## src/hw/ift_pkg.sv

```systemverilog
// Contract
// [RULE_01] decode the 75 base instructions plus the eight extended software-stack instructions
// [RULE_02] most instructions are one 16-bit word; exactly four take two words
// [RULE_03] a single word splits into an opcode field and operand fields
// [RULE_04] every instruction falls in the byte, bit, literal or control group
// [RULE_05] byte instructions carry file address, destination bit and access bit
// [RULE_06] destination bit 0 writes the working register, 1 writes the file register
// [RULE_07] bit instructions carry file address, bit number and access bit
// [RULE_08] literal instructions carry a constant, optionally a pointer selector, or nothing
// [RULE_09] control instructions carry an address, call/return mode, table mode, or nothing
// [RULE_10] double-word instructions span 32 bits; second word has top four bits set
// [RULE_11] a lone second word executes as a no-operation
// [RULE_12] single-word takes one cycle, two when a test is true or pc changes
// [RULE_13] double-word instructions take two instruction cycles
// [RULE_14] one instruction cycle is four oscillator periods
// [RULE_15] a taken two-word branch takes three instruction cycles
// [RULE_16] access bit 0 uses the fixed access region, 1 uses the bank select register
// [RULE_17] file field is an 8-bit address or a 2-bit pointer selector
// [RULE_18] table mode: no change, post-increment, post-decrement, pre-increment
// [RULE_19] call/return mode 1 uses shadow copies, 0 leaves them alone
// [RULE_20] free-running modulo-four phase counter, cleared at reset, steps state on wrap
package ift_pkg;
    localparam int PHASES = 4;
    localparam logic [1:0] PHASE_LAST = 2'h3;
    localparam logic [3:0] SECOND_WORD_MARK = 4'hf;
    localparam logic [15:0] NOP_WORD = 16'h0000;
    localparam logic [15:0] RESET_WORD = 16'h0000;

    typedef enum logic [1:0] {
        IFT_GRP_BYTE,
        IFT_GRP_BIT,
        IFT_GRP_LITERAL,
        IFT_GRP_CONTROL
    } ift_group_e;

    typedef enum logic [1:0] {
        IFT_TBL_NONE,
        IFT_TBL_POST_INC,
        IFT_TBL_POST_DEC,
        IFT_TBL_PRE_INC
    } ift_tbl_e;
endpackage

```

## src/hw/ift_decoder.sv

```systemverilog
`timescale 1ns/1ps
`default_nettype none
module ift_decoder (
    input wire logic mclk_in,
    input wire logic rst_n_in,
    input wire logic [15:0] instr_word_in,
    input wire logic cond_true_in,
    output logic [20:0] fetch_addr_out,
    output logic cycle_strobe_out,
    output logic [1:0] phase_out,
    output logic valid_out,
    output ift_pkg::ift_group_e group_out,
    output logic [7:0] opcode_out,
    output logic [7:0] file_addr_out,
    output logic dest_file_out,
    output logic bank_sel_out,
    output logic [2:0] bit_num_out,
    output logic [1:0] fsr_sel_out,
    output logic [19:0] literal_out,
    output logic fast_out,
    output ift_pkg::ift_tbl_e tbl_mode_out,
    output logic two_word_out,
    output logic is_nop_out,
    output logic extended_out,
    output logic [1:0] exec_cycles_out
);
    import ift_pkg::*;

    ////////////////////////////////////////////////////////////////////////////
    // phase counter: instruction cycle of four oscillator periods
    logic [1:0] phase_reg;
    logic [1:0] phase_next;
    logic cyc_reg;
    logic cyc_next;

    always_comb begin
        phase_next = phase_reg + 2'h1; // [RULE_20] [RULE_14]
        cyc_next = (phase_reg == PHASE_LAST) ? 1'b1 : 1'b0;
    end

    always_ff @(posedge mclk_in or negedge rst_n_in) begin
        if (!rst_n_in) begin
            phase_reg <= 2'h0;
            cyc_reg <= 1'b0;
        end else begin
            phase_reg <= phase_next;
            cyc_reg <= cyc_next;
        end
    end

    ////////////////////////////////////////////////////////////////////////////
    // fetch sequencer
    typedef enum logic [1:0] {
        IFT_ST_FIRST,
        IFT_ST_SECOND,
        IFT_ST_FLUSH
    } ift_state_e;

    ift_state_e st_reg;
    ift_state_e st_next;
    logic [20:0] pc_reg;
    logic [20:0] pc_next;
    logic [1:0] flush_reg;
    logic [1:0] flush_next;
    logic [15:0] first_word;
    logic hold_wr;
    logic wrap;
    logic [15:0] w;
    logic dw_first;
    logic skip_or_jump;
    logic [7:0] hi;
    logic dw_branch;

    assign wrap = (phase_reg == PHASE_LAST);
    assign w = instr_word_in;
    assign hi = w[15:8];

    ift_word_reg u_hold (
        .clk_in(mclk_in),
        .rst_n_in(rst_n_in),
        .wr_en_in(hold_wr),
        .wr_data_in(instr_word_in),
        .rd_data_out(first_word)
    );

    // the four double-word openers: two-file move, call, goto, pointer load
    always_comb begin
        dw_first = (w[15:12] == 4'hc) || (hi[7:1] == 7'h76) || (hi == 8'hef)
            || (w[15:6] == 10'h3b8); // [RULE_02] [RULE_10]
        // call and goto openers held from the first word; both always take effect
        dw_branch = (first_word[15:8] == 8'hef) || (first_word[15:9] == 7'h76);
        // control transfers and skips burn an extra cycle when they take effect
        skip_or_jump = (w[15:12] == 4'hd) || (w[15:11] == 5'h1c && cond_true_in)
            || (w[15:12] == 4'he && cond_true_in) || (w[15:12] == 4'hb && cond_true_in)
            || (w[15:12] == 4'ha && cond_true_in) || (w[15:1] == 15'h0009)
            || (w[15:1] == 15'h0008) || (w == 16'h0012); // [RULE_12]
    end

    always_comb begin
        st_next = st_reg;
        pc_next = pc_reg;
        flush_next = flush_reg;
        hold_wr = 1'b0;
        if (wrap) begin // [RULE_20]
            case (st_reg)
                IFT_ST_FIRST: begin
                    pc_next = pc_reg + 21'h2;
                    if (dw_first) begin
                        hold_wr = 1'b1;
                        st_next = IFT_ST_SECOND; // [RULE_13]
                    end else if (skip_or_jump) begin
                        flush_next = 2'h1;
                        st_next = IFT_ST_FLUSH;
                    end
                end
                IFT_ST_SECOND: begin
                    pc_next = pc_reg + 21'h2;
                    // a taken branch-type double word adds a flush cycle
                    if (dw_branch) begin
                        flush_next = 2'h1;
                        st_next = IFT_ST_FLUSH; // [RULE_15]
                    end else begin
                        st_next = IFT_ST_FIRST;
                    end
                end
                IFT_ST_FLUSH: begin
                    pc_next = pc_reg + 21'h2;
                    flush_next = flush_reg - 2'h1;
                    if (flush_reg == 2'h1) begin
                        st_next = IFT_ST_FIRST;
                    end
                end
                default: st_next = IFT_ST_FIRST;
            endcase
        end
    end

    always_ff @(posedge mclk_in or negedge rst_n_in) begin
        if (!rst_n_in) begin
            st_reg <= IFT_ST_FIRST;
            pc_reg <= 21'h0;
            flush_reg <= 2'h0;
        end else begin
            st_reg <= st_next;
            pc_reg <= pc_next;
            flush_reg <= flush_next;
        end
    end

    ////////////////////////////////////////////////////////////////////////////
    // field split of the word being executed
    logic [15:0] ex;
    ift_group_e grp;
    logic [19:0] lit;
    logic nop_d;
    logic ext_d;
    logic [1:0] cyc_d;
    logic dw_d;

    always_comb begin
        ex = (st_reg == IFT_ST_FLUSH) ? NOP_WORD : w;
        // a bare second word decodes as no-operation
        nop_d = (st_reg == IFT_ST_FLUSH) || (ex == NOP_WORD)
            || (st_reg == IFT_ST_FIRST && w[15:12] == SECOND_WORD_MARK); // [RULE_11]
        dw_d = (st_reg == IFT_ST_SECOND);
        // extended group: 0xe8..0xeb plus 0x0014; a flushed word never flags it
        ext_d = (ex[15:8] == 8'he8) || (ex[15:8] == 8'he9) || (ex[15:8] == 8'hea) || (ex[15:8] == 8'heb)
            || (ex == 16'h0014); // [RULE_01]
        if (ex[15:12] >= 4'h7 && ex[15:12] <= 4'hb) begin
            grp = IFT_GRP_BIT; // [RULE_04] [RULE_07]
        end else if (ex[15:12] == 4'h0 && ex[11:8] != 4'h0 && ex[11:8] != 4'h1) begin
            grp = IFT_GRP_LITERAL; // [RULE_08]
        end else if (ex[15:12] >= 4'hd || ex[15:8] == 8'h00 || dw_d) begin
            grp = IFT_GRP_CONTROL; // [RULE_09]
        end else begin
            grp = IFT_GRP_BYTE; // [RULE_05]
        end
        // second word supplies the upper literal bits
        lit = dw_d ? {w[11:0], first_word[7:0]} : {12'h000, ex[7:0]};
        if (dw_d && dw_branch) begin
            cyc_d = 2'h3; // [RULE_15]
        end else if (dw_d) begin
            cyc_d = 2'h2;
        end else if (skip_or_jump && st_reg == IFT_ST_FIRST) begin
            cyc_d = 2'h2;
        end else begin
            cyc_d = 2'h1;
        end
    end

    ////////////////////////////////////////////////////////////////////////////
    // registered decode outputs, updated at each instruction cycle wrap except when the first word of a double word is fetched
    always_ff @(posedge mclk_in or negedge rst_n_in) begin
        if (!rst_n_in) begin
            valid_out <= 1'b0;
            group_out <= IFT_GRP_CONTROL;
            opcode_out <= 8'h00;
            file_addr_out <= 8'h00;
            dest_file_out <= 1'b0;
            bank_sel_out <= 1'b0;
            bit_num_out <= 3'h0;
            fsr_sel_out <= 2'h0;
            literal_out <= 20'h00000;
            fast_out <= 1'b0;
            tbl_mode_out <= IFT_TBL_NONE;
            two_word_out <= 1'b0;
            is_nop_out <= 1'b1;
            extended_out <= 1'b0;
            exec_cycles_out <= 2'h1;
        end else if (wrap && st_reg != IFT_ST_FIRST || wrap && !dw_first) begin
            valid_out <= 1'b1;
            group_out <= grp;
            opcode_out <= dw_d ? first_word[15:8] : ex[15:8]; // [RULE_03]
            file_addr_out <= ex[7:0]; // [RULE_17]
            dest_file_out <= ex[9]; // [RULE_06]
            bank_sel_out <= ex[8]; // [RULE_16]
            bit_num_out <= ex[11:9];
            fsr_sel_out <= dw_d ? first_word[5:4] : ex[5:4]; // [RULE_17]
            literal_out <= lit;
            fast_out <= dw_d ? first_word[8] : ex[0]; // [RULE_19]
            tbl_mode_out <= ift_tbl_e'(ex[1:0]); // [RULE_18]
            two_word_out <= dw_d;
            is_nop_out <= nop_d;
            extended_out <= ext_d;
            exec_cycles_out <= cyc_d; // [RULE_12] [RULE_13]
        end
    end

    always_ff @(posedge mclk_in or negedge rst_n_in) begin
        if (!rst_n_in) begin
            fetch_addr_out <= 21'h0;
            phase_out <= 2'h0;
        end else begin
            fetch_addr_out <= pc_next;
            phase_out <= phase_next;
        end
    end

    assign cycle_strobe_out = cyc_reg;
endmodule
`default_nettype wire

```

## src/hw/ift_word_reg.sv

```systemverilog
`timescale 1ns/1ps
`default_nettype none
// holds the first word of a double-word instruction while its second word is fetched
module ift_word_reg (
    input wire logic clk_in,
    input wire logic rst_n_in,
    input wire logic wr_en_in,
    input wire logic [15:0] wr_data_in,
    output logic [15:0] rd_data_out
);
    import ift_pkg::*;
    logic [15:0] mem_reg;
    logic [15:0] mem_next;

    always_comb begin
        mem_next = wr_en_in ? wr_data_in : mem_reg;
    end

    always_ff @(posedge clk_in or negedge rst_n_in) begin
        if (!rst_n_in) begin
            mem_reg <= RESET_WORD;
        end else begin
            mem_reg <= mem_next;
        end
    end

    assign rd_data_out = mem_reg;
endmodule
`default_nettype wire

```

## config.mk

```make
export PLATFORM = sky130hd
export DESIGN_NAME = ift_decoder
export DESIGN_NICKNAME = d
export VERILOG_FILES = /design/src/hw/ift_pkg.sv /design/src/hw/ift_decoder.sv /design/src/hw/ift_word_reg.sv
export SDC_FILE = /design/constraint.sdc
export NUM_CORES = 1
export LEC_CHECK = 0
export ABC_AREA = 1
export BUFFER_PORTS_ARGS = -buffer_cell sky130_fd_sc_hd__buf_4
export CAP_MARGIN = 20
export CORE_ASPECT_RATIO = 1.5
export CORE_MARGIN = 2
export CORE_UTILIZATION = 59
export CTS_CLUSTER_DIAMETER = 60
export DETAILED_ROUTE_END_ITERATION = 7
export PLACE_DENSITY = 0.85
export SKIP_LAST_GASP = 1
export SYNTH_ARGS = -nofsm -noshare
export SYNTH_HDL_FRONTEND = slang
export SYNTH_SLANG_ARGS = --single-unit
export TNS_END_PERCENT = 5
```

## constraint.sdc

```tcl
create_clock -name mclk_in -period 4.4 [get_ports mclk_in]
set_clock_uncertainty 0.05 [all_clocks]
set_input_delay 0.66 -clock mclk_in [delete_from_list [all_inputs] [get_ports mclk_in]]
set_output_delay 0.66 -clock mclk_in [all_outputs]
set_load 0.02 [all_outputs]
```

# --- Word-level counts from Yosys, hierarchy flattened ---
# Index checks and enable logic that the tools add are counted.
classes:
  reduce_logical: 44
  add_sub_neg: 3
  n_mux: 24
  magnitude_cmp: 3
  n_eq_ne: 30
op_table:
  columns: ["op", "n"]
  rows:
  - ["== test 8 bit, second input constant", 6]
  - ["== test 16 x 5 -> 1 bit, second input constant", 2]
  - ["== test 15 x 4 -> 1 bit, second input constant", 2]
  - ["2-to-1 mux 2 bit", 14]
  - ["== test 4 bit, second input constant", 6]
  - ["adder 21 x 2 -> 21 bit, second input constant", 1]
  - ["logical OR 1 bit", 20]
  - ["2-to-1 mux 20 bit", 1]
  - ["logical NOT 16 bit", 1]
  - ["2-to-1 mux 16 bit", 1]
  - ["== test 7 bit, second input constant", 2]
  - ["logical AND 1 bit", 12]
  - ["one-hot mux 2 bit (3 select lines)", 2]
  - ["== test 10 bit, second input constant", 1]
  - ["logical NOT 8 bit", 1]
  - ["2-to-1 mux 8 bit", 1]
  - ["inequality test 2 bit, second input constant", 4]
  - ["== test 5 bit, second input constant", 1]
  - ["2-to-1 mux 1 bit", 5]
  - ["AND reduction 5 bit", 1]
  - ["== test 2 x 1 -> 1 bit, second input constant", 2]
  - ["== test 2 bit, second input constant", 2]
  - ["greater-or-equal comparator 4 x 3 -> 1 bit, second input constant", 1]
  - ["greater-or-equal comparator 4 bit, second input constant", 1]
  - ["14 further kinds", 14]
word_totals:
  output_inout_bits: 78
  word_cells: 125
  input_bits: 19
  ff_bits: 98

# --- Logic depth before layout (Yosys ltp) ---
depth:
  depth_word: 13
  mapped_depth: 11
  ltp_nobuf: 11

# --- Modules after synthesis ---
# A second synthesis with hierarchy kept.
unflattened:
  cells_unflattened: 592
  hier_area_um2: 4598.2
modules_own_cells:
  columns: ["mod", "instances", "area_each_um2", "cells_per_inst", "seq_area_each_um2"]
  rows:
  - ["ift_decoder", 1, 3953.8, 524, 1906.8]
  - ["ift_word_reg", 1, 644.4, 68, 400.4]

# --- Worst setup path before layout ---
# No wires, ideal clock.
synth_path:
  kind: "register -> register"
  from: "reg, netlist name phase_out[0]"
  to: "reg fetch_addr_out[20]"
  n_path_buf: 1
  period_less_slack_ns: 1.734
  setup_ns: 0.117
  t_required_ns: 4.233
  stages_incl_launch_ff: 12
  arrival_time_ns: 1.567
  setup_slack_ns: 2.666
  path_cell_list: "dfrtp_1 -> ha_1 -> buf_4 -> inv_1 -> a21oi_2 -> nand2_2 -> nor2_4 -> nand3_2 -> nor2_4 -> nand2_1 -> nand2_1 -> nand2_1"
synth_rtl:
  columns: ["element", "line", "text"]
  rows:
  - ["end signal, assigned", "ift_decoder.sv:234", "fetch_addr_out <= pc_next;"]
  - ["end, declared", "ift_decoder.sv:8", "output logic [20:0] fetch_addr_out,"]

# --- Final worst setup path ---
layout_path:
  from: "reg st_reg[0]"
  to: "reg opcode_out[2]"
layout_between:
  elab_chain_cells: 3
  word_cells_on_any_way: 7
  cone_classes: "2 x eq/ne; 2 x mux; 3 x reduce/logical"
layout_lines:
  columns: ["element", "line", "text"]
  rows:
  - ["start, declared", "ift_decoder.sv:59", "ift_state_e st_reg;"]
  - ["start signal, assigned", "ift_decoder.sv:144", "st_reg <= st_next;"]
  - ["== test 2 bit / nonzero test 2 bit (equally long branches)", "ift_decoder.sv:161, ift_decoder.sv:210", null]
  - ["2-to-1 mux 16 bit / logical AND 1 bit (equally long branches)", "ift_decoder.sv:161, ift_decoder.sv:210", null]
  - ["2-to-1 mux 8 bit / logical OR 1 bit (equally long branches)", "ift_decoder.sv:213, ift_decoder.sv:210", null]
  - ["end signal, assigned", "ift_decoder.sv:213", "opcode_out <= dw_d ? first_word[15:8] : ex[15:8];"]
  - ["end, declared", "ift_decoder.sv:13", "output logic [7:0] opcode_out,"]
# Several ways; a longest one is shown, not always the timed one.
# A chain may end at the register's enable or synchronous reset.

==> impl.org <==
** Setup path
- Worst R2R Start :: st_reg[0]
- Reg2Reg Setup Slack :: 2.33 ns
- Worst flop-to-flop path endpoint :: opcode_out[2]
- The worst setup path is captured at a register.
- Launching element type of the critical path :: register
- Category of the most critical setup path :: register to register
- At the worst endpoint, the required time is between 4 and 5 ns.
- Along the worst path, the maximum fanout reaches 26.
- Worst Reg2Reg Path Length in Cells :: 5
- Critical path arrival :: around 2.2 ns

** CTS
- For this design, the sink count on the clock tree is roughly 90.
- H-tree lvl count :: 3
- TritonCTS built the clock tree.
- Buffers inserted to repair hold after CTS numbered 0.
- Buffers added to address setup during post-CTS repair amount to 0.
- Clock latency on the worst-skew pair :: between 0.3 and 0.4 ns
- Clock tree synthesis selected as its root buffer the cell clkbuf_16.
- Clock Tree Buf Depth :: 2
- Clock-pin slew was measured on the worst setup and hold paths at around 0.070 ns.
- The number of clock buffers added by TritonCTS is 9.
- Cells resized by post-CTS repair :: 0

** Synth
- Async S/R FF share, synth :: 100.0%
- Syn nets :: roughly 570
- Summed over its instances, the top area cell type makes up approximately 48% of the synthesized netlist area.
- The cell area that synthesis handed to floorplanning was 4554 sq um.
- The share of the Yosys chip area taken by registers is between 50% and 60%.
- Synth area leaders :: dfrtp_1, nand2_1, o21ai_2
- Number of distinct library cells after synthesis :: 38
- Counting flops and latches in the post-synthesis netlist gives slightly above 90.
- EDFF count, synth :: 0
- Post-synthesis area per instance :: roughly 8.4 sq um
- Yosys warns :: 0
- In the synthesized netlist the dominant register cell turns out to be dfrtp_1.
- Leading area contributor after synthesis :: dfrtp_1
- Count of mapped cells out of synthesis :: ~540

** Routing
- Iteration-0 DRC count of the detailed router :: 288
- WL per Instance :: roughly 15 um
- After detailed routing, the met3 layer carries roughly 420 um of wire.
- 1st-pass router iterations :: 4
- Routed vias/inst :: roughly 5.1
- Summed over all nets, wire length on met2 after detailed routing comes to approximately 5500 um.
- Highest metal layer used by the detailed router :: met4
- Overall routed net length :: approximately 11,000 um
- The count of nets left with antenna violations once routing finished came out at 0.
- Detailed routing inserted a total of between 3,000 and 4,000 vias.
- DRC errors left :: 0
- The detailed router put a total of between 4000 and 5000 um of wire on met1.

** Place
- Routability-driven placement finished with a final weighted congestion of 0.9468.
- After legalization and detailed placement, the total HPWL measured 7886 um.
- Count of port buffers added during placement :: between 90 and 100

** Cells and area
- Top reg by flops :: fetch_addr_out
- Largest register FFs :: 20
- Share of post-route cells with drive strength above 1 :: between 20% and 30%
- After the last flow step, the layout net total stands at 650.
- Final antenna diode count :: 0
- Number of filler instances in the final layout :: 585
- The area growth from synthesis to layout is 20.91%.

** Power
- Reported net switching power :: about 1.1 mW
- Per report_power, the combinational group accounts for 33.5% of the total.
- Per report_power, the clock group accounts for 25.7% of the total.
- For this design the static power due to leakage is ~2.9 nW.
- For this design the ratio of total power to cell area is 548.6 nW/um^2.
- Switching Share :: 36.92%
- The internal power of the cells totals around 1.9 mW.
- The worst-case IR drop observed on VDD is between 0.0003 and 0.0004 V.
- Overall power :: approximately 3.0 mW
- Per report_power, the sequential group accounts for about 40% of the total.

** STA
- Setup repair after global routing left no endpoint under its margin.
- Summed negative setup slack over all endpoints :: 0 ns
- Number of failing hold endpoints at the final stage :: 0
- Subtracting the final worst setup slack from the clock period gives approximately 2.1 ns.
- The final critical path takes up 47.16% of the cycle.
- Final hold analysis gives a worst-case slack of ~0.29 ns.
- Max Slew Vio Count :: 0
- Relative max-transition margin :: between 50% and 60%
- Final setup violation count :: 0
- Transition at the pin with the smallest max-transition slack :: approximately 0.65 ns
- Timing would allow up to slightly below 500 MHz.

** GRT
- Tot GR Track Use :: 27.18%
- The via count of the first global-routing pass is ~3,600.
- The total overflow left after global routing is 0.
- Entering global routing, the biggest net connects 55 pins.
- The number of antenna violations at the first check in global routing came to 0.
- The first global-routing pass estimated between 15,000 and 20,000 um of wire.

** Floorplan
- After floorplanning, the core was sized to cover around 7600 sq um.
- From bottom edge to top edge, the die measures 111.6 um.
- In this run the count of I/O pins placed on the die edge is 97.
- For this configuration, the core starts out at a cell density of approximately 60%.
- The die is 75.74 um wide.
- Number of standard-cell rows in the floorplan :: 39
- The die covers 8452 sq um.

** Outcome
- Outcome :: finished, final reports clean

** Job
- Count of max-cap constraint violations :: 0

** Worst hold path
- The path class of the tightest hold or removal check is input pin to async pin.
==> synth_stat cells (2+ instances only) <==
library cell,count
xor2_1,6
nor2_4,4
buf_4,8
o21ai_2,21
nor2_1,33
nand2_1,221
ha_1,3
buf_6,9
nand2_4,2
dfstp_2,4
buf_2,5
nand2_2,9
nand3_2,3
o21ai_0,20
dfrtp_1,88
inv_1,40
nand3_1,22
xnor2_1,8
or2_1,3
nor3_2,2
a21boi_0,3
nand4_1,3
inv_2,5
o21ai_1,5
a21oi_1,4
==> worst max path at each step <==
stage | startpoint | cells past startpoint | to | slack, ns
2_1_floorplan | phase_out[0] | 11 | fetch_addr_out[20] | 2.67
3_3_place_gp | instr_word_in[7] | 10 | opcode_out[2] | 2.24
3_5_place_dp | instr_word_in[7] | 10 | literal_out[14] | 2.08
4_1_cts | st_reg[1] | 3 | literal_out[14] | 2.32
5_1_grt | phase_out[0] | 6 | literal_out[14] | 2.19
6_report | st_reg[0] | 5 | opcode_out[2] | 2.33
==> metal layers <==
| metal | up-vias | global-route usage (%) |
|---|---|---|
| met5 | - | 0 |
| li1 | 1850 | - |
| met4 | 0 | 12.40 |
| met3 | 22 | 3.982 |
| met2 | 105 | 44.64 |
| met1 | 1796 | 34.72 |
==> final cells by class <==
| type | instances | area, sq um | share of cell area [%] |
|---|---|---|---|
| Inverter | 46 | 177.7 | 3.227 |
| Sequential cell | 92 | 2307 | 41.90 |
| Tap cell | 102 | 127.6 | 2.318 |
| Multi-Input combinational cell | 383 | 1878 | 34.11 |
| Clock buffer | 12 | 246.5 | 4.476 |
| Clock inverter | 4 | 48.80 | 0.8862 |
| Timing Repair Buffer | 96 | 720.7 | 13.09 |
==> cell usage in the layout (no fill, tap or decap), types with 3 or more instances in the layout <==
cell       count
dfrtp_1       88
xor2_1         6
o21ai_1        5
nand3_1       22
o21ai_0       20
buf_4         96
nand2_2        9
inv_1         40
o21ai_2       21
ha_1           3
nor2_4         4
nand2_1      221
nor2_1        33
nand3_2        3
nand4_1        3
clkbuf_16      9
dfstp_2        4
inv_2          5
a21oi_1        4
or2_1          3
xnor2_1        8
a21boi_0       3
==> stage by stage <==
stage                     utilization [%]  std cells  setup slack (ns)  instance area (sq um)
after floorplan                         -        544             2.666                   4554
after global placement              68.90        719             2.240                   5211
after detailed placement            68.90        719             2.082                   5211
after CTS                           72.80        735             2.324                   5507
after global routing                72.80        735             2.195                   5507
final                               72.80        735             2.325                   5507
==> worst max-delay path, stage by stage (launching register included) <==
cell and delay [ns]:
dfrtp_1 0.47, inv_2 0.11, nor2_4 0.45, inv_1 0.35, a21boi_0 0.41, o21ai_2 0.10
==> kinds of logic (layout without fill, tap and decap cells) <==
logic type      count (synthesis)  after routing  synth area share [%]
simple gates                  308            308                 29.18
buf+inv                        69            158                 8.104
compound gates                 57             57                 8.462
fa+ha+maj                       3              3                0.8243
other cells                     1              1               0.08234
xor+xnor                       14             14                 2.692
flops                          92             92                 50.66
==> power by group through the flow <==
stage	sequential (mW)	clock, mW	combinational (mW)
5_1_grt	1.26	0.815	1.12
4_1_cts	1.23	0.781	1.02
2_1_floorplan	1.39	0	0.465
6_report	1.23	0.777	1.01
3_3_place_gp	1.23	0	0.992
3_5_place_dp	1.24	0	1.01
Note: power is estimated with default switching activity, not from simulation.
